<file path="config.mk">
export PLATFORM = sky130hd
export DESIGN_NAME = fcp_top
export DESIGN_NICKNAME = d
export VERILOG_FILES = /design/src/rtl/fcp_pkg.sv /design/src/rtl/fcp_exec_if.sv /design/src/rtl/fcp_top.sv /design/src/rtl/fcp_clkdiv.sv /design/src/rtl/fcp_exec.sv
export SDC_FILE = /design/constraint.sdc
export NUM_CORES = 1
export LEC_CHECK = 0
export BUFFER_PORTS_ARGS = -buffer_cell sky130_fd_sc_hd__buf_4
export CAP_MARGIN = 20
export CORE_ASPECT_RATIO = 0.75
export CORE_MARGIN = 1
export CORE_UTILIZATION = 56
export CTS_BUF_LIST = sky130_fd_sc_hd__clkbuf_8 sky130_fd_sc_hd__clkbuf_16
export DETAILED_ROUTE_END_ITERATION = 12
export PLACE_DENSITY = 0.8
export SYNTH_ARGS = -nofsm -noshare
export SYNTH_HDL_FRONTEND = slang
export SYNTH_HIERARCHICAL = 1
export SYNTH_SLANG_ARGS = --single-unit
</file>
<file path="constraint.sdc">
create_clock -name clk_i -period 3.29 [get_ports clk_i]
set_input_delay 0.329 -clock clk_i [delete_from_list [all_inputs] [get_ports clk_i]]
set_output_delay 0.329 -clock clk_i [all_outputs]
set_load 0.005 [all_outputs]
</file>
<file path="src/rtl/fcp_pkg.sv">
// Constants, register map and types for the flash command and protection block
package fcp_pkg;
  // ----------------------------------------------------------------
  // Register byte offsets
  // ----------------------------------------------------------------
  localparam logic [7:0] FCP_OFS_DIV     = 8'h00;
  localparam logic [7:0] FCP_OFS_CONFIG  = 8'h04;
  localparam logic [7:0] FCP_OFS_PROT    = 8'h08;
  localparam logic [7:0] FCP_OFS_STATUS  = 8'h0C;
  localparam logic [7:0] FCP_OFS_COMMAND = 8'h10;
  localparam logic [7:0] FCP_OFS_ARRAY   = 8'h14;
  // ----------------------------------------------------------------
  // Field positions
  // ----------------------------------------------------------------
  localparam int FCP_DIV_LOADED_BIT = 7;
  localparam int FCP_DIV_PRESC_BIT  = 6;
  localparam int FCP_CFG_KEYWE_BIT  = 5;
  localparam int FCP_PROT_DIS_BIT   = 0;
  localparam int FCP_ST_BEF_BIT     = 7;
  localparam int FCP_ST_CCF_BIT     = 6;
  localparam int FCP_ST_PVIOL_BIT   = 5;
  localparam int FCP_ST_ACCERR_BIT  = 4;
  localparam int FCP_ST_BLANK_BIT   = 2;
  localparam int FCP_PAGE_BITS      = 9;
  // ----------------------------------------------------------------
  // Reset values
  // ----------------------------------------------------------------
  localparam logic [7:0] FCP_DIV_RST    = 8'h00;
  localparam logic [7:0] FCP_CONFIG_RST = 8'h00;
  localparam logic [7:0] FCP_CMD_RST    = 8'h00;
  // ----------------------------------------------------------------
  // Command codes and key window
  // ----------------------------------------------------------------
  localparam logic [7:0]  FCP_CMD_BLANK  = 8'h05;
  localparam logic [7:0]  FCP_CMD_BYTE   = 8'h20;
  localparam logic [7:0]  FCP_CMD_BURST  = 8'h25;
  localparam logic [7:0]  FCP_CMD_PAGE   = 8'h40;
  localparam logic [7:0]  FCP_CMD_MASS   = 8'h41;
  localparam logic [15:0] FCP_KEY_FIRST  = 16'hFFB0;
  localparam logic [15:0] FCP_KEY_LAST   = 16'hFFB7;
  // ----------------------------------------------------------------
  // Flash clock pulse counts per command and prescaler count
  // ----------------------------------------------------------------
  localparam int FCP_PULSES_BYTE  = 9;
  localparam int FCP_PULSES_BURST = 4;
  localparam int FCP_PULSES_PAGE  = 4000;
  localparam int FCP_PULSES_MASS  = 20000;
  localparam int FCP_PULSES_BLANK = 16;
  localparam int FCP_PRESC_COUNT  = 8;

  typedef enum logic [1:0] {
    FCP_SEQ_IDLE,
    FCP_SEQ_ADDR,
    FCP_SEQ_CMD
  } fcp_seq_t;
endpackage : fcp_pkg

</file>
<file path="src/rtl/fcp_exec_if.sv">
// Handshake between command front end and array executor
`timescale 1ns/1ps
interface fcp_exec_if;
  logic        start;
  logic [7:0]  cmd;
  logic [15:0] addr;
  logic [7:0]  data;
  logic        busy;
  logic        taken;
  logic        done;
  logic        blank;
  modport front (output start, cmd, addr, data, input busy, taken, done, blank);
  modport exec  (input start, cmd, addr, data, output busy, taken, done, blank);
endinterface : fcp_exec_if

</file>
<file path="src/rtl/fcp_top.sv">
// Flash command, status and protection block with a Wishbone register slave
//
// Added by the designer: the Wishbone interface to the registers and the register addresses.
`timescale 1ns/1ps
// Summary of operation
// - Key-range write without enable starts a command
// - Key-range write with enable feeds key logic
// - Protection loads from stored byte at reset
// - Protection readable; software writes ignored
// - Debug port may change protect select bits
// - Select field marks end of unprotected region
// - Bit zero low protects, high disables protection
// - Protected program or erase ignored, violation set
// - Writing one clears protection violation
// - Launch by writing one; flag clears then
// - Only burst programs are buffered
// - Complete flag: buffer empty and idle, read-only
// - Sequence, divider or stop faults raise access error
// - Writing one clears access error, zero ignored
// - Blank flag set by clean blank check
// - Codes 05, 20, 25 decode check and programs
// - Codes 40 and 41 decode page, mass erase
// - Other codes raise access error
// - No program or erase before divider written
// - Flash clock is bus over prescale and divider
module fcp_top #(
  parameter int PULSES_PAGE = fcp_pkg::FCP_PULSES_PAGE,
  parameter int PULSES_MASS = fcp_pkg::FCP_PULSES_MASS
) (
  // Clock and reset
  input  wire logic        clk_i,
  input  wire logic        rst_i,
  // Wishbone slave
  input  wire logic        wb_cyc_i,
  input  wire logic        wb_stb_i,
  input  wire logic        wb_we_i,
  input  wire logic [7:0]  wb_adr_i,
  input  wire logic [3:0]  wb_sel_i,
  input  wire logic [31:0] wb_dat_i,
  output logic [31:0]      wb_dat_o,
  output logic             wb_ack_o,
  // Nonvolatile, debug and system inputs
  input  wire logic [7:0]  stored_protection_byte_i,
  input  wire logic        dbg_prot_we_i,
  input  wire logic [7:0]  dbg_prot_dat_i,
  input  wire logic        stop_i,
  input  wire logic        all_erased_i,
  // Backdoor key writes
  output logic             key_we_o,
  output logic [2:0]       key_idx_o,
  output logic [7:0]       key_dat_o,
  // Array operation
  output logic             arr_start_o,
  output logic [7:0]       arr_cmd_o,
  output logic [15:0]      arr_addr_o,
  output logic [7:0]       arr_dat_o
);
  import fcp_pkg::*;

  // ----------------------------------------------------------------
  // Declarations
  // ----------------------------------------------------------------
  fcp_exec_if ex_if ();

  logic [7:0]  clock_divider_register;
  logic [7:0]  flash_config_reg;
  logic [7:0]  flash_protection_reg;
  logic [7:0]  flash_command_reg;
  logic        buffer_empty_flag;
  logic        protection_violation_flag;
  logic        access_error_flag;
  logic        blank_verified_flag;
  logic        command_complete_flag;
  fcp_seq_t    seq_reg;
  logic [15:0] tgt_addr_reg;
  logic [7:0]  tgt_data_reg;
  logic        buf_valid_reg;
  logic [7:0]  buf_cmd_reg;
  logic [15:0] buf_addr_reg;
  logic [7:0]  buf_data_reg;
  logic        tick;

  logic        acc;
  logic        wr;
  logic        wr_div;
  logic        wr_cfg;
  logic        wr_stat;
  logic        wr_cmd;
  logic        wr_arr;
  logic        in_key;
  logic        key_write;
  logic        arr_step;
  logic        launch;
  logic        cmd_legal;
  logic        cmd_modifies;
  logic        cmd_protected;
  logic        launch_accerr;
  logic        launch_pviol;
  logic        launch_ok;
  logic        seq_accerr;
  logic        stop_accerr;
  logic        bef_set;

  // ----------------------------------------------------------------
  // Decode helpers
  // ----------------------------------------------------------------
  function automatic logic legal_code(input logic [7:0] c);
    legal_code = (c == FCP_CMD_BLANK) || (c == FCP_CMD_BYTE) || (c == FCP_CMD_BURST)
                 || (c == FCP_CMD_PAGE) || (c == FCP_CMD_MASS);
  endfunction : legal_code

  function automatic logic is_protected(input logic [7:0] prot, input logic [15:0] a);
    is_protected = !prot[FCP_PROT_DIS_BIT]
                   && (a > {prot[7:1], {FCP_PAGE_BITS{1'b1}}});
  endfunction : is_protected

  // ----------------------------------------------------------------
  // Wishbone access decode
  // ----------------------------------------------------------------
  assign acc     = wb_cyc_i && wb_stb_i && !wb_ack_o;
  assign wr      = acc && wb_we_i && wb_sel_i[0];
  assign wr_div  = wr && (wb_adr_i == FCP_OFS_DIV);
  assign wr_cfg  = wr && (wb_adr_i == FCP_OFS_CONFIG);
  assign wr_stat = wr && (wb_adr_i == FCP_OFS_STATUS);
  assign wr_cmd  = wr && (wb_adr_i == FCP_OFS_COMMAND);
  assign wr_arr  = acc && wb_we_i && (wb_sel_i[2:0] == 3'h7) && (wb_adr_i == FCP_OFS_ARRAY);

  assign in_key    = (wb_dat_i[15:0] >= FCP_KEY_FIRST) && (wb_dat_i[15:0] <= FCP_KEY_LAST);
  assign key_write = wr_arr && in_key && flash_config_reg[FCP_CFG_KEYWE_BIT];
  assign arr_step  = wr_arr && !key_write;

  // ----------------------------------------------------------------
  // Command launch checks
  // ----------------------------------------------------------------
  assign launch        = wr_stat && wb_dat_i[FCP_ST_BEF_BIT];
  assign cmd_legal     = legal_code(flash_command_reg);
  assign cmd_modifies  = flash_command_reg != FCP_CMD_BLANK;
  assign cmd_protected = (flash_command_reg == FCP_CMD_MASS)
                         ? (!flash_protection_reg[FCP_PROT_DIS_BIT]
                            && (flash_protection_reg[7:1] != 7'h7F))
                         : is_protected(flash_protection_reg, tgt_addr_reg);
  assign launch_accerr = launch && ((seq_reg != FCP_SEQ_CMD)
                         || !cmd_legal
                         || !buffer_empty_flag
                         || (cmd_modifies && !clock_divider_register[FCP_DIV_LOADED_BIT])
                         || (ex_if.busy && ((flash_command_reg != FCP_CMD_BURST)
                                            || (arr_cmd_o != FCP_CMD_BURST))));
  assign launch_pviol  = launch && !launch_accerr && cmd_modifies && cmd_protected;
  assign launch_ok     = launch && !launch_accerr && !launch_pviol;
  assign seq_accerr    = (arr_step && (seq_reg == FCP_SEQ_CMD))
                         || (wr_cmd && (seq_reg != FCP_SEQ_ADDR));
  assign stop_accerr   = stop_i && ex_if.busy;
  assign bef_set       = (ex_if.taken && buf_valid_reg)
                         || (ex_if.done && !buf_valid_reg);

  // ----------------------------------------------------------------
  // Bus answer and read mux
  // ----------------------------------------------------------------
  always_ff @(posedge clk_i) begin
    if (rst_i) begin
      wb_ack_o <= 1'b0;
      wb_dat_o <= 32'h0000_0000;
    end else begin
      wb_ack_o <= acc;
      if (acc && !wb_we_i) begin
        unique case (wb_adr_i)
          FCP_OFS_DIV:     wb_dat_o <= {24'h000000, clock_divider_register};
          FCP_OFS_CONFIG:  wb_dat_o <= {24'h000000, flash_config_reg};
          FCP_OFS_PROT:    wb_dat_o <= {24'h000000, flash_protection_reg};
          FCP_OFS_STATUS:  wb_dat_o <= {24'h000000, buffer_empty_flag, command_complete_flag,
                                        protection_violation_flag, access_error_flag,
                                        1'b0, blank_verified_flag, 2'b00};
          FCP_OFS_COMMAND: wb_dat_o <= {24'h000000, flash_command_reg};
          FCP_OFS_ARRAY:   wb_dat_o <= {8'h00, tgt_data_reg, tgt_addr_reg};
          default:         wb_dat_o <= 32'h0000_0000;
        endcase
      end
    end
  end

  // ----------------------------------------------------------------
  // Divider and configuration registers
  // ----------------------------------------------------------------
  always_ff @(posedge clk_i) begin
    if (rst_i) begin
      clock_divider_register <= FCP_DIV_RST;
      flash_config_reg       <= FCP_CONFIG_RST;
    end else begin
      if (wr_div) clock_divider_register <= {1'b1, wb_dat_i[6:0]};
      if (wr_cfg) flash_config_reg <= {2'b00, wb_dat_i[FCP_CFG_KEYWE_BIT], 5'h00};
    end
  end

  // ----------------------------------------------------------------
  // Protection register
  // ----------------------------------------------------------------
  always_ff @(posedge clk_i) begin
    if (rst_i) begin
      flash_protection_reg <= stored_protection_byte_i;
    end else if (dbg_prot_we_i) begin
      flash_protection_reg[7:1] <= dbg_prot_dat_i[7:1];
    end
  end

  // ----------------------------------------------------------------
  // Command sequence and key writes
  // ----------------------------------------------------------------
  always_ff @(posedge clk_i) begin
    if (rst_i) begin
      seq_reg           <= FCP_SEQ_IDLE;
      tgt_addr_reg      <= 16'h0000;
      tgt_data_reg      <= 8'h00;
      flash_command_reg <= FCP_CMD_RST;
      key_we_o          <= 1'b0;
      key_idx_o         <= 3'h0;
      key_dat_o         <= 8'h00;
    end else begin
      key_we_o <= key_write;
      if (key_write) begin
        key_idx_o <= wb_dat_i[2:0];
        key_dat_o <= wb_dat_i[23:16];
      end
      if (seq_accerr || launch) begin
        seq_reg <= FCP_SEQ_IDLE;
      end else if (arr_step) begin
        seq_reg      <= FCP_SEQ_ADDR;
        tgt_addr_reg <= wb_dat_i[15:0];
        tgt_data_reg <= wb_dat_i[23:16];
      end else if (wr_cmd) begin
        seq_reg           <= FCP_SEQ_CMD;
        flash_command_reg <= wb_dat_i[7:0];
      end
    end
  end

  // ----------------------------------------------------------------
  // Burst buffer and executor start
  // ----------------------------------------------------------------
  always_ff @(posedge clk_i) begin
    if (rst_i) begin
      buf_valid_reg <= 1'b0;
      buf_cmd_reg   <= 8'h00;
      buf_addr_reg  <= 16'h0000;
      buf_data_reg  <= 8'h00;
    end else begin
      if (ex_if.taken || stop_accerr) buf_valid_reg <= 1'b0;
      if (launch_ok) begin
        buf_valid_reg <= 1'b1;
        buf_cmd_reg   <= flash_command_reg;
        buf_addr_reg  <= tgt_addr_reg;
        buf_data_reg  <= tgt_data_reg;
      end
    end
  end

  assign ex_if.start = buf_valid_reg && !stop_i;
  assign ex_if.cmd   = buf_cmd_reg;
  assign ex_if.addr  = buf_addr_reg;
  assign ex_if.data  = buf_data_reg;

  // ----------------------------------------------------------------
  // Status flags
  // ----------------------------------------------------------------
  assign command_complete_flag = buffer_empty_flag && !ex_if.busy && !buf_valid_reg;

  always_ff @(posedge clk_i) begin
    if (rst_i) begin
      buffer_empty_flag         <= 1'b1;
      protection_violation_flag <= 1'b0;
      access_error_flag         <= 1'b0;
      blank_verified_flag       <= 1'b0;
    end else begin
      if (launch_ok) buffer_empty_flag <= 1'b0;
      else if (bef_set || stop_accerr) buffer_empty_flag <= 1'b1;
      protection_violation_flag <= (protection_violation_flag
                                    && !(wr_stat && wb_dat_i[FCP_ST_PVIOL_BIT]))
                                   || launch_pviol;
      access_error_flag <= (access_error_flag
                            && !(wr_stat && wb_dat_i[FCP_ST_ACCERR_BIT]))
                           || launch_accerr || seq_accerr || stop_accerr;
      if (launch_ok) blank_verified_flag <= 1'b0;
      else if (ex_if.done && ex_if.blank) blank_verified_flag <= 1'b1;
    end
  end

  // ----------------------------------------------------------------
  // Flash clock and executor
  // ----------------------------------------------------------------
  fcp_clkdiv u_clkdiv (
    .clk_i   (clk_i),
    .rst_i   (rst_i),
    .presc_i (clock_divider_register[FCP_DIV_PRESC_BIT]),
    .div_i   (clock_divider_register[5:0]),
    .tick_o  (tick)
  );

  fcp_exec #(
    .PULSES_PAGE (PULSES_PAGE),
    .PULSES_MASS (PULSES_MASS)
  ) u_exec (
    .clk_i        (clk_i),
    .rst_i        (rst_i),
    .tick_i       (tick),
    .abort_i      (stop_i),
    .all_erased_i (all_erased_i),
    .ex           (ex_if.exec),
    .arr_start_o  (arr_start_o),
    .arr_cmd_o    (arr_cmd_o),
    .arr_addr_o   (arr_addr_o),
    .arr_dat_o    (arr_dat_o)
  );
endmodule : fcp_top

</file>
<file path="src/rtl/fcp_clkdiv.sv">
// Flash clock divider producing a one-cycle tick
`timescale 1ns/1ps
module fcp_clkdiv (
  // Clock and reset
  input  wire logic       clk_i,
  input  wire logic       rst_i,
  // Divider setting
  input  wire logic       presc_i,
  input  wire logic [5:0] div_i,
  // Flash clock tick
  output logic            tick_o
);
  import fcp_pkg::*;

  logic [2:0] pre_reg;
  logic [5:0] cnt_reg;
  logic       pre_en;

  assign pre_en = !presc_i || (pre_reg == 3'(FCP_PRESC_COUNT - 1));

  always_ff @(posedge clk_i) begin
    if (rst_i || pre_en) pre_reg <= 3'h0;
    else pre_reg <= pre_reg + 3'h1;
  end

  always_ff @(posedge clk_i) begin
    if (rst_i) begin
      cnt_reg <= 6'h00;
      tick_o  <= 1'b0;
    end else begin
      tick_o <= 1'b0;
      if (pre_en) begin
        if (cnt_reg >= div_i) begin
          cnt_reg <= 6'h00;
          tick_o  <= 1'b1;
        end else begin
          cnt_reg <= cnt_reg + 6'h01;
        end
      end
    end
  end
endmodule : fcp_clkdiv

</file>
<file path="src/rtl/fcp_exec.sv">
// Array executor counting flash clock pulses per command
`timescale 1ns/1ps
module fcp_exec #(
  parameter int PULSES_PAGE = fcp_pkg::FCP_PULSES_PAGE,
  parameter int PULSES_MASS = fcp_pkg::FCP_PULSES_MASS
) (
  // Clock, reset, tick, abort, erased status and executor handshake
  input  wire logic  clk_i,
  input  wire logic  rst_i,
  input  wire logic  tick_i,
  input  wire logic  abort_i,
  input  wire logic  all_erased_i,
  fcp_exec_if.exec   ex,
  // Array side
  output logic        arr_start_o,
  output logic [7:0]  arr_cmd_o,
  output logic [15:0] arr_addr_o,
  output logic [7:0]  arr_dat_o
);
  import fcp_pkg::*;

  if (PULSES_PAGE < 1 || PULSES_PAGE > 65535
      || PULSES_MASS < 1 || PULSES_MASS > 65535) begin : g_bad_pulses
    $error("fcp_exec: pulse counts out of range");
  end

  logic [15:0] left_reg;
  logic        busy_reg;

  function automatic logic [15:0] pulses(input logic [7:0] c);
    unique case (c)
      FCP_CMD_BYTE:  pulses = 16'(FCP_PULSES_BYTE);
      FCP_CMD_BURST: pulses = 16'(FCP_PULSES_BURST);
      FCP_CMD_PAGE:  pulses = 16'(PULSES_PAGE);
      FCP_CMD_MASS:  pulses = 16'(PULSES_MASS);
      default:       pulses = 16'(FCP_PULSES_BLANK);
    endcase
  endfunction : pulses

  assign ex.busy  = busy_reg;
  assign ex.taken = ex.start && !busy_reg;

  always_ff @(posedge clk_i) begin
    if (rst_i) begin
      busy_reg    <= 1'b0;
      left_reg    <= 16'h0000;
      ex.done     <= 1'b0;
      ex.blank    <= 1'b0;
      arr_start_o <= 1'b0;
      arr_cmd_o   <= 8'h00;
      arr_addr_o  <= 16'h0000;
      arr_dat_o   <= 8'h00;
    end else begin
      ex.done     <= 1'b0;
      arr_start_o <= 1'b0;
      if (ex.taken) begin
        busy_reg    <= 1'b1;
        left_reg    <= pulses(ex.cmd);
        arr_start_o <= 1'b1;
        arr_cmd_o   <= ex.cmd;
        arr_addr_o  <= ex.addr;
        arr_dat_o   <= ex.data;
      end else if (busy_reg && abort_i) begin
        busy_reg <= 1'b0;
      end else if (busy_reg && tick_i) begin
        left_reg <= left_reg - 16'h0001;
        if (left_reg == 16'h0001) begin
          busy_reg <= 1'b0;
          ex.done  <= 1'b1;
          ex.blank <= (arr_cmd_o == FCP_CMD_BLANK) && all_erased_i;
        end
      end
    end
  end
endmodule : fcp_exec

</file>
# Yosys cells after proc, flatten, opt, wreduce, memory -nomap -nowiden
# Index checks and enable logic that the tools add are counted.
# op_classes
n_addsub,3
n_lt_le_gt_ge,4
n_eq_ne,26
n_mux,22
bitwise,6
reduce_logical,94
# op_table
cell,n
24-bit one-hot mux with 6 select lines,1
15-bit one-hot mux with 4 select lines,1
16-bit 2-to-1 mux,3
1-bit logical AND,41
8-bit by 6-bit == test with 1-bit output (second input constant),4
8-bit by 7-bit == test with 1-bit output (second input constant),4
8-bit by 3-bit == test with 1-bit output (second input constant),3
1-bit logical OR,20
16-bit by 1-bit == test with 1-bit output (second input constant),1
8-bit by 4-bit == test with 1-bit output (second input constant),2
8-bit by 5-bit == test with 1-bit output (second input constant),2
16-bit >= comparator (second input constant),1
16-bit greater-than comparator,1
16-bit less-or-equal comparator (second input constant),1
8-bit by 6-bit inequality test with 1-bit output (second input constant),2
16-bit by 1-bit subtractor with 16-bit output (second input constant),1
1-bit zero test,15
1-bit 2-to-1 mux,14
7-bit 2-to-1 mux,2
2-bit nonzero test,5
8-bit zero test,1
8-bit by 3-bit inequality test with 1-bit output (second input constant),1
7-bit inequality test (second input constant),1
6-bit by 1-bit adder with 6-bit output (second input constant),1
other kinds (15),27
# word_totals
register_bits,195
output_inout_bits,78
wordCells,188

# Logic depth before layout (Yosys ltp)
# Gate-level depths: netlist of run 1.
# depth
depth_word,18
depth_mapped,10

# Cells and area by module
# Netlist of run 1, hierarchy kept.
# modules_own_cells
mod,n_inst,cells_each,area_per_inst_um2
fcp_top,1,627,5571.6
fcp_exec,1,273,2210.9
fcp_clkdiv,1,60,548.0

# Worst setup path before layout of run 1
# No wires, ideal clock.
# synth_timing
kind,input port to flip-flop
from,input port wb_adr_i[1]
to,register tgt_addr_reg[0]
arrival_time_ns,2.513
required_ns,3.158
setup_slack_ns,0.644
path_stages,10
path_buffers,4
cell_sequence,or4_1 -> buf_2 -> or3_1 -> buf_2 -> or4_4 -> or2_1 -> buf_4 -> buf_6 -> nand2_1 -> a21oi_1
# synth_via
elab_chain_len,11
elab_cells_between_ends,17
classes_between,eq/ne: 3; bitwise: 1; reduce/logical: 13
# synth_rtl
element,line,source
start: declaration,fcp_top.sv:37,"input wire logic [7:0] wb_adr_i,"
8-bit by 5-bit == test with 1-bit output,fcp_top.sv:126,assign wr_arr = acc && wb_we_i && (wb_sel_i[2:0] == 3'h7) && (wb_adr_i == FCP_OFS_ARRAY);
1-bit logical AND,fcp_top.sv:126,
1-bit logical AND (2 in a row),fcp_top.sv:129,assign key_write = wr_arr && in_key && flash_config_reg[FCP_CFG_KEYWE_BIT];
1-bit zero test,fcp_top.sv:130,assign arr_step = wr_arr && !key_write;
1-bit logical AND,fcp_top.sv:130,
1-bit logical AND,fcp_top.sv:150,assign seq_accerr = (arr_step && (seq_reg == FCP_SEQ_CMD))
1-bit logical OR,fcp_top.sv:151,|| (wr_cmd && (seq_reg != FCP_SEQ_ADDR));
1-bit logical OR,fcp_top.sv:223,if (seq_accerr || launch) begin
1-bit NOT (no line),--,
2-bit AND reduction (no line) (*),--,
end signal: assignment,fcp_top.sv:227,tgt_addr_reg <= wb_dat_i[15:0];
end: declaration,fcp_top.sv:75,logic [15:0] tgt_addr_reg;
# Every way passes the cells marked *; elsewhere a longest branch is shown, timed or not.
# A chain may end at the register's enable or synchronous reset.

# Final worst setup path of run 1
# layout_timing
from,register wb_ack_o
to,register tgt_addr_reg[9]
# layout_via
elab_chain_len,14
elab_cells_between_ends,19
classes_between,bitwise: 1; reduce/logical: 18
# layout_rtl
element,line,source
start: declaration,fcp_top.sv:41,"output logic wb_ack_o,"
start signal: assignment,fcp_top.sv:161,wb_ack_o <= 1'b0;
start signal: assignment,fcp_top.sv:164,wb_ack_o <= acc;
1-bit zero test (*),fcp_top.sv:120,assign acc = wb_cyc_i && wb_stb_i && !wb_ack_o;
1-bit logical AND (*),fcp_top.sv:120,
1-bit logical AND (*),"fcp_top.sv:121, fcp_top.sv:126",
1-bit logical AND (2 in a row),fcp_top.sv:126,
1-bit logical AND (2 in a row),fcp_top.sv:129,
1-bit zero test,fcp_top.sv:130,
1-bit logical AND,fcp_top.sv:130,
1-bit logical AND,fcp_top.sv:150,
1-bit logical OR,fcp_top.sv:151,
1-bit logical OR,fcp_top.sv:223,
1-bit NOT (no line),--,
2-bit AND reduction (no line) (*),--,
# Marks and branches as above.

==> impl_metrics.tcl, run 1 <==
set metrics [dict create \
    setup_viol 0 \
    ys_types 68 \
    cp_slowest_stage_delay_ns 0.60 \
    worstHoldPathCells 1 \
    largest_register_ffs 24 \
    detail_route.first_pass.iterations 6 \
    root_buffer "clkbuf_16" \
    synthArstFlopShare_pct 0 \
    cts_htree_levels 4 \
    synth_area_per_cell_um2 8.68 \
    p_leak_uw 0.00380 \
    rsz0062_at_grt "no" \
    maxCapViolCount 0 \
    cts_buffers 17 \
    synth_top_area_cell "dfxtp_1" \
    coreArea_um2 14500 \
    cts.sinks 187 \
    ys_top_cells_by_area "dfxtp_1, nand2_1, mux2i_1" \
    reg2reg_setup_slack_ns 0.74 \
    drc 0 \
    initial_utilization_pct 57.4 \
    status "complete, no violations" \
    grt_pass1_wl_mm 33.1 \
    fin_util_pct 68.8 \
    worstHoldStart "stored_protection_byte_i[0]" \
    hold_viol_final 0 \
    die_w_um 143 \
    worstHoldEndpoint "flash_protection_reg[0]" \
    powerDensity_nw_per_um2 459 \
    critPathCaptureType "flop" \
    design_area_um2 9980 \
    diodes 0 \
    via_per_inst 5.70 \
    dieArea_um2 15400 \
    synth_top_area_share_pct 43.0 \
    start_kind "flop" \
    finalNetCount 1149 \
    path_cells "nand3b_1 -> buf_4 -> or2_2 -> or4_4 -> or2_1 -> nand2_1 -> a21oi_1" \
    grt_max_degree 91 \
    cp-startpoint "wb_ack_o" \
    gp_congestion 0.922 \
    drt_iter0_markers 737 \
    drv_slew 0 \
    critPathSlowestCell "or4_4" \
    place_hpwl_mm 14.7 \
    port_buffers 127 \
    synth-edff-count 8 \
    setup-tns-final_ns 0 \
    fin_crit_ns 2.55 \
    antenna_found_initial 0 \
    cts.path.max_buffers 2 \
    r2r-start "wb_ack_o" \
    r2r_cells 7 \
    finalWirelength_mm 21.2 \
    ys_seq_elements 187 \
    worst_pin_slew_ns 0.828 \
    post_cts_buffers 0 \
    grt_usage_pct 27.9 \
    fillCellCount 1150 \
    wl_per_cell_um 16.6 \
    ant_nets 0 \
    path_clk_slew_ns 0.07 \
    synth_ff_type "dfxtp_1" \
    holdBufCountCts 0 \
    fin_skew_ns 0.00937 \
    num_rows 38 \
    grt-ovfl-total 0 \
    cts_resized 0 \
    ir_drop_mv 0.380 \
    post_dp_cell_area_um2 9380 \
    ys_warn_count 6 \
    clk_latency_ns 0.43 \
    worst-path-max-fanout 24 \
    cts_tree "yes" \
    fp.dieH_um 108 \
    regMostFlops "wb_dat_o" \
    slew_headroom_pct 44.8 \
    synth_area_um2 8330 \
    min_period_over_period_pct 77.6 \
    fmax_mhz 391 \
    first_global_vias 6360 \
    cp_data_arrival_time_ns 2.84 \
    drive_gt1_share_pct 18.9 \
    r2r-end "tgt_addr_reg[9]" \
    syn_inst 960 \
    critical_path_class "flop to flop" \
    syn_to_final_growth_pct 19.8 \
    vias 7273 \
    yosysSeqAreaShare_pct 45.9 \
    hold_path_class "input pin to flop" \
    design.portCount 146 \
    critPathRequiredTime_ns 3.57 \
]
==> critical path: cells and delay by family (launching register included) <==
family | cells | cell delay [ns]
AO/OA/AOI/OAI | 1 | 0.08
buffers and inverters | 1 | 0.16
AND/OR/NAND/NOR | 5 | 1.86
flip-flops | 1 | 0.32
==> synthesized netlist by cell type (5+ instances only) <==
cell      number
dfxtp_1      179
nand2_1      176
a21oi_1      105
nand2b_1      65
mux2i_1       57
nor2_1        53
clkbuf_1      36
nand3_1       27
nand4_1       21
inv_1         20
ha_1          18
o21ai_0       16
nor3_1        15
a22oi_1       12
buf_4         11
nor3b_1       10
nor4_1        10
or3_1         10
edfxtp_1       8
buf_2          7
mux2_2         7
buf_1          6
xor2_1         6
a211oi_1       5
a31oi_1        5
or2_2          5
==> per-stage QoR <==
stage / power (uW) / hold slack (ns) / cells / worst slack, ns
after floorplan: 2460 / 0.405 / 967 / 0.644
after global routing: 4700 / 0.0686 / 1276 / 0.575
after detailed placement: 2550 / 0.428 / 1244 / 0.335
after global placement: 2550 / 0.420 / 1244 / 0.366
final: 4580 / 0.0794 / 1276 / 0.735
after CTS: 4580 / 0.0768 / 1276 / 0.751
==> where the power goes <==
part	switching, uW	leakage, uW	internal [uW]
Clock	916	0.000289	1160
Combinational	112	0.00199	86.8
Sequential	14.0	0.00152	2290
==> area by class of cell <==
cell class | count | area [um^2] | share of cell area, %
flip-flops and latches | 187 | 3820 | 38.3
clock inverters | 14 | 159 | 1.59
repair buffers | 141 | 1080 | 10.9
inverters | 21 | 78.8 | 0.790
well taps | 200 | 250 | 2.51
multi-input cells | 695 | 4140 | 41.5
clock buffers | 18 | 439 | 4.40
==> logic make-up after synthesis <==
kind of cell,count (synthesis),synth area share (%)
buf+inv,85,4.85
other cells,1,0.0450
fa+ha+maj,18,2.70
xor+xnor,10,1.05
compound gates,168,11.8
mux,64,7.80
flops,187,45.9
simple gates,427,25.8
==> layout by cell type, fill, tap and decap left out, drive strengths merged, types with 3 or more instances in the layout <==
cell and n:
dfxtp 179, nand2 176, buf 141, a21oi 106, nand2b 65, mux2i 57, nor2 54, inv 28
nand3 27, nand4 21, ha 18, clkbuf 18, o21ai 18, nor3 17, a22oi 12, nor3b 11
nor4 11, or3 10, conb 8, edfxtp 8, mux2 7, or4 7, xor2 6, or2 6
a211oi 5, a31oi 5, or3b 4, nand3b 4, xnor2 4, a2111oi 4, nor2b 3, and3b 3
clkinvlp 3, and3 3
==> per-layer routing <==
layer  share of wire [%]  up-vias  GRT usage (%)
li1                    -     3522              -
met1                  48     3395           41.9
met2                  43      324           41.0
met3                 8.3       32           4.72
met4                 1.2        0           7.37
met5                   0        -              0
==> how the worst max path moves through the flow <==
stage	to	cells after the start
finish	tgt_addr_reg[9]	7
global route	tgt_addr_reg[8]	7
CTS	tgt_addr_reg[9]	7
detailed placement	tgt_addr_reg[11]	7
global placement	tgt_addr_reg[11]	7
floorplan	tgt_addr_reg[0]	10
Power figures use the tool's default switching activity.
==> run 2, diff against run 1 <==
ABC_AREA = 1   (was not set)
CORE_UTILIZATION = 51   (was 56)
PLACE_DENSITY = 0.76   (was 0.8)
clock period = 2.3 ns   (was 3.29 ns; I/O delays follow)
==> run 2 against run 1 <==
Compared with the run above: non-clock buffer count up 2; register-to-register slack got worse by 0.54 ns; cell count grew 23%; sequential share of layout area fell by 2.0 points; clock power is 47% higher; worst hold slack got worse by 0.049 ns; synthesized area up 5.9%; largest cell class unchanged; clock skew grew 0.0047 ns; via count is 11% higher.
==> impl_metrics.tcl, run 2 <==
set metrics [dict create \
    synth_top_area_share_pct 40.6 \
    design.portCount 146 \
    place_hpwl_mm 16.3 \
    critPathSlowestCell "or2_4" \
    synth_ff_type "dfxtp_1" \
    worst_pin_slew_ns 0.861 \
    status "complete, no violations" \
    internal-power_uw 5120 \
    hold_viol_final 0 \
    cts_tree "yes" \
    critPathRequiredTime_ns 2.63 \
    antenna_found_initial 0 \
    post_dp_cell_area_um2 9910 \
    cp_slowest_stage_delay_ns 0.53 \
    synth-edff-count 8 \
    switching_share_pct 22.5 \
    root_buffer "clkbuf_16" \
    powerDensity_nw_per_um2 627 \
    synthArstFlopShare_pct 0 \
    port_buffers 127 \
    drv_slew 0 \
    fin_skew_ns 0.0140 \
    cts.path.max_buffers 2 \
    yosysSeqAreaShare_pct 43.3 \
    regMostFlops "wb_dat_o" \
    synth_fa_ha_area_share_pct 2.55 \
    synth_top_area_cell "dfxtp_1" \
    largest_register_ffs 24 \
    coreArea_um2 16900 \
    detail_route.first_pass.iterations 6 \
    drive_gt1_share_pct 18.4 \
    finalNetCount 1424 \
    diodes 0 \
    fin_crit_ns 2.11 \
    start_kind "flop" \
    ys_types 52 \
    fp.dieH_um 116 \
    initial_utilization_pct 52.3 \
    first_global_vias 6925 \
    finalWirelength_mm 22.7 \
    final_common_cell "nand2_1" \
    yosys-top-cells-count "nand2_1, dfxtp_1, nor2_1, inv_1, nand3_1" \
    synthMuxAreaShare_pct 0 \
    ant_nets 0 \
    gp_congestion 0.934 \
    synth.most_common_cell "nand2_1" \
    hold_path_class "input pin to flop" \
    synth_area_per_cell_um2 7.24 \
    setup_viol 0 \
    die_w_um 154 \
    ir_drop_mv 0.476 \
    synth_compound_area_share_pct 11.4 \
    synth_xor_area_share_pct 0.0993 \
    drt_iter0_markers 699 \
    cts_htree_levels 4 \
    design_area_um2 10500 \
    dieArea_um2 17800 \
    path_clk_slew_ns 0.07 \
    setup-tns-final_ns 0 \
    critical_path_class "flop to flop" \
    grt_pass1_wl_mm 35.5 \
    fin_util_pct 62.4 \
    rsz0062_at_grt "no" \
    mostFrequentLayoutCells "nand2_1, nor2_1, dfxtp_1" \
    worst-path-max-fanout 48 \
    via_per_inst 5.14 \
    wl_per_cell_um 14.5 \
    critPathCaptureType "flop" \
    power_uw 6600 \
    synth_top_family_by_area "simple AND/OR/NAND/NOR gates" \
    path_cells "inv_1 -> nand3_2 -> nor2_4 -> nand2_1 -> nor2_4 -> nand3_2 -> nand3_2 -> or2_4 -> nand2_1 -> nand2_1 -> nor2_1" \
    ys_top_cells_by_area "dfxtp_1, nand2_1, nor2_1" \
    ys_seq_elements 187 \
    clk_latency_ns 0.44 \
    synth_area_um2 8820 \
    maxCapViolCount 0 \
    cp_data_arrival_time_ns 2.44 \
    syn_to_final_growth_pct 19.4 \
    comb_power_share_pct 4.2 \
    p_clk_share_pct 46.0 \
    grt_max_degree 75 \
    vias 8042 \
    pwr-share-seq_pct 49.8 \
    p_leak_uw 0.00505 \
    p_switching_uw 1490 \
    synth-simple-area-share_pct 31.9 \
    cts_buffers 17 \
    ys_warn_count 6 \
    grt_usage_pct 25.6 \
    syn_inst 1219 \
    grt-ovfl-total 0 \
    min_period_over_period_pct 91.6 \
    num_rows 41 \
    drc 0 \
    fmax_mhz 474 \
    cts.sinks 187 \
    slew_headroom_pct 42.5 \
]
run 2: changes by cell type after synthesis, sizes merged, moves of 12 or more:
cell / before / now
nand2b: 65 / 0
a21oi: 106 / 58
nand3: 27 / 64
a22o: 0 / 25
a22oi: 12 / 0
mux2i: 57 / 0
nand2: 176 / 296
clkbuf: 38 / 19
nor2: 54 / 217
inv: 21 / 167
o21ai: 18 / 61
run 2: critical path: cells and delay by family, from the launching register on:
family,cells,cell delay (ns)
flip-flops,1,0.32
buffers and inverters,1,0.06
AND/OR/NAND/NOR,10,1.58
run 2: kinds of logic (layout without fill, tap and decap cells):
logic type / count (synthesis) / count (layout)
simple gates: 625 / 625
buf+inv: 218 / 343
flops: 187 / 187
compound gates: 169 / 169
fa+ha+maj: 18 / 18
other cells: 1 / 8
xor+xnor: 1 / 1
run 2: metrics by stage:
step | setup WS [ns] | cells | hold WS [ns]
2_1_floorplan | 0.577 | 1226 | 0.302
3_3_place_gp | 0.293 | 1533 | 0.409
3_5_place_dp | 0.197 | 1533 | 0.410
4_1_cts | 0.211 | 1566 | 0.0197
5_1_grt | 0.0280 | 1566 | 0.0312
6_report | 0.192 | 1566 | 0.0307
run 2: worst paths after layout:
kind / startpoint / to / slack [ns] / cells past startpoint
max: wb_ack_o / tgt_addr_reg[12] / 0.19 / 11
min: wb_dat_i[9] / tgt_addr_reg[9] / 0.03 / 3
max reg2reg: wb_ack_o / tgt_addr_reg[12] / 0.19 / 11
min reg2reg: u_clkdiv/pre_reg[0] / u_clkdiv/pre_reg[0] / 0.42 / 1
run 2: cell type report:
class / count / area [um^2]
Clock buffer: 21 / 480
Clock inverter: 11 / 133
Timing Repair Buffer: 143 / 1100
Sequential cell: 187 / 3820
Inverter: 168 / 638
Fill cell: 1533 / 6350
Tap cell: 215 / 269
Multi-Input combinational cell: 821 / 4080
run 2: what timing repair did:
item	CTS	global route
resized for setup	0	0
hold buffers	1	0
hold endpoints to repair	1	0
setup buffers	0	0
run 2: layer usage:
layer  global-route usage [%]  part of all wire (%)
met2                     38.0                    42
met3                     4.26                   8.1
met4                     9.27                   1.9
met1                     37.5                    48
met5                        0                     0
run 2: power by group through the flow:
| stage | clock network [uW] | registers (uW) | logic (uW) |
|---|---|---|---|
| 6_report | 3040 | 3290 | 279 |
| 5_1_grt | 3200 | 3290 | 302 |
| 4_1_cts | 3070 | 3290 | 278 |
| 3_5_place_dp | 0 | 3360 | 275 |
| 3_3_place_gp | 0 | 3360 | 275 |
| 2_1_floorplan | 0 | 3360 | 136 |
==> run 3, diff against run 2 <==
ABC_AREA = 0   (was 1)
CELL_PAD_IN_SITES_DETAIL_PLACEMENT = 1   (was not set)
CELL_PAD_IN_SITES_GLOBAL_PLACEMENT = 1   (was not set)
CORE_UTILIZATION = 38   (was 51)
PLACE_DENSITY = not set   (was 0.76)
PLACE_DENSITY_LB_ADDON = 0.1   (was not set)
==> run 3 against run 2 <==
Compared with the run above: the flow now finishes with violations (setup timing); sequential share of layout area shrank 0.96 points; clock power is 5% lower; power is 1.0% lower; largest power group unchanged.
==> impl_metrics.tcl, run 3 (synthesized netlist as in run 1, its figures left out) <==
set metrics [dict create \
    coreArea_um2 21300 \
    drc 0 \
    reg2reg_setup_slack_ns -0.07 \
    top_layer "met4" \
    grt_pass1_wl_mm 40.0 \
    drv_slew 0 \
    p_leak_uw 0.00422 \
    hold_slack_ns 0.0339 \
    design.portCount 146 \
    ant_nets 0 \
    clk_latency_ns 0.44 \
    via_per_inst 5.22 \
    cts_tree "yes" \
    r2r_cells 10 \
    grt-ovfl-total 0 \
    worst_pin_slew_ns 0.742 \
    largest_register_ffs 24 \
    fin_skew_ns 0.0122 \
    worstHoldEndpoint "key_dat_o[3]" \
    power_uw 6540 \
    die_w_um 173 \
    num_rows 46 \
    finalWirelength_mm 26.2 \
    critical_path_class "flop to flop" \
    mostFrequentLayoutCells "buf_4, dfxtp_1, nand2_1" \
    worstHoldStart "wb_dat_i[19]" \
    syn_to_final_growth_pct 29.9 \
    detail_route.first_pass.iterations 5 \
    r2r-end "buf_addr_reg[9]" \
    regMostFlops "wb_dat_o" \
    r2r-start "flash_protection_reg[3]" \
    fmax_mhz 423 \
    worstHoldPathCells 3 \
    final_common_cell "buf_4" \
    cp_data_arrival_time_ns 2.72 \
    violations "setup timing" \
    root_buffer "clkbuf_16" \
    post_dp_cell_area_um2 10000 \
    drive_gt1_share_pct 25.4 \
    fin_util_pct 50.8 \
    antenna_found_initial 0 \
    cp-startpoint "flash_protection_reg[3]" \
    path_clk_slew_ns 0.08 \
    fin_ws_ns -0.0659 \
    wl_met2_mm 11.4 \
    ir_drop_mv 0.423 \
    drt_iter0_markers 419 \
    first_global_vias 7077 \
    diodes 0 \
    maxCapViolCount 0 \
    fp.dieH_um 130 \
    place_hpwl_mm 18.8 \
    cts.sinks 187 \
    worst-path-max-fanout 6 \
    start_kind "flop" \
    hold_path_class "input pin to flop" \
    finalNetCount 1221 \
    design_area_um2 10800 \
    min_period_over_period_pct 103 \
    critPathRequiredTime_ns 2.65 \
    cts.path.max_buffers 2 \
    powerDensity_nw_per_um2 604 \
    initial_utilization_pct 39.1 \
    vias 7491 \
    gp_congestion 0.836 \
    wl_per_cell_um 18.2 \
    cts_buffers 17 \
    dieArea_um2 22500 \
    setup_viol 28 \
    hold_viol_final 0 \
    slew_headroom_pct 50.0 \
    grt_usage_pct 22.8 \
    fillCellCount 2541 \
    rsz0062_at_grt "yes" \
    cts_htree_levels 4 \
    critPathCaptureType "flop" \
    fin_crit_ns 2.37 \
    grt_max_degree 56 \
    port_buffers 127 \
    wl_met1_mm 13.3 \
    routed-wl-met3_mm 1.16 \
    status "finished with violations" \
]
-- run 3: metrics by stage --
stage	worst slack (ns)	std cells	TNS, ns
floorplan	-0.174	967	-3.94
global placement	-0.0612	1395	-2.49
detailed placement	-0.136	1395	-5.15
CTS	-0.126	1430	-2.79
global route	-0.164	1436	-4.33
finish	-0.0659	1436	-0.683
-- run 3: power breakdown --
group / switching (uW) / total [uW] / internal (uW)
Sequential: 16.7 / 3290 / 3280
Clock: 1450 / 2890 / 1440
Combinational: 189 / 348 / 159
Total: 1660 / 6540 / 4880
-- run 3: how the worst max path moves through the flow --
stage               depth (start not counted)              end  slack [ns]
floorplan                                  10  tgt_addr_reg[0]       -0.17
global placement                            9  buf_data_reg[2]       -0.06
detailed placement                          7  buf_data_reg[1]       -0.14
CTS                                        10   buf_cmd_reg[0]       -0.13
global route                                8  buf_addr_reg[9]       -0.16
finish                                     10  buf_addr_reg[9]       -0.07
-- run 3: worst max-delay path, stage by stage, from the launching register on --
cell	delay, ns
edfxtp_1	0.39
inv_1	0.06
ha_1	0.32
nand4_1	0.10
or4_4	0.53
nand2_1	0.09
o22ai_2	0.10
a21oi_4	0.18
buf_12	0.16
buf_12	0.14
mux2i_2	0.21
-- run 3: what timing repair did --
item,CTS,global route
buffers inserted,1,3
endpoints found under the setup margin,35,35
pin swaps,3,12
resized for setup,8,12
cloned,1,4
hold buffers,1,0
endpoints found under the hold margin,1,0
-- run 3: routing by layer --
| layer | vias up | GRT usage, % |
|---|---|---|
| li1 | 3668 | - |
| met5 | - | 0 |
| met2 | 174 | 34.3 |
| met3 | 24 | 4.08 |
| met1 | 3625 | 33.5 |
| met4 | 0 | 5.93 |
-- run 3: layout make-up --
class / instances / area, um^2 / area share, %
Multi-Input combinational cell: 695 / 4220 / 39.0
Sequential cell: 187 / 3820 / 35.4
Timing Repair Buffer: 213 / 1760 / 16.2
Clock buffer: 17 / 425 / 3.93
Tap cell: 288 / 360 / 3.33
Clock inverter: 15 / 148 / 1.36
Inverter: 21 / 78.8 / 0.729
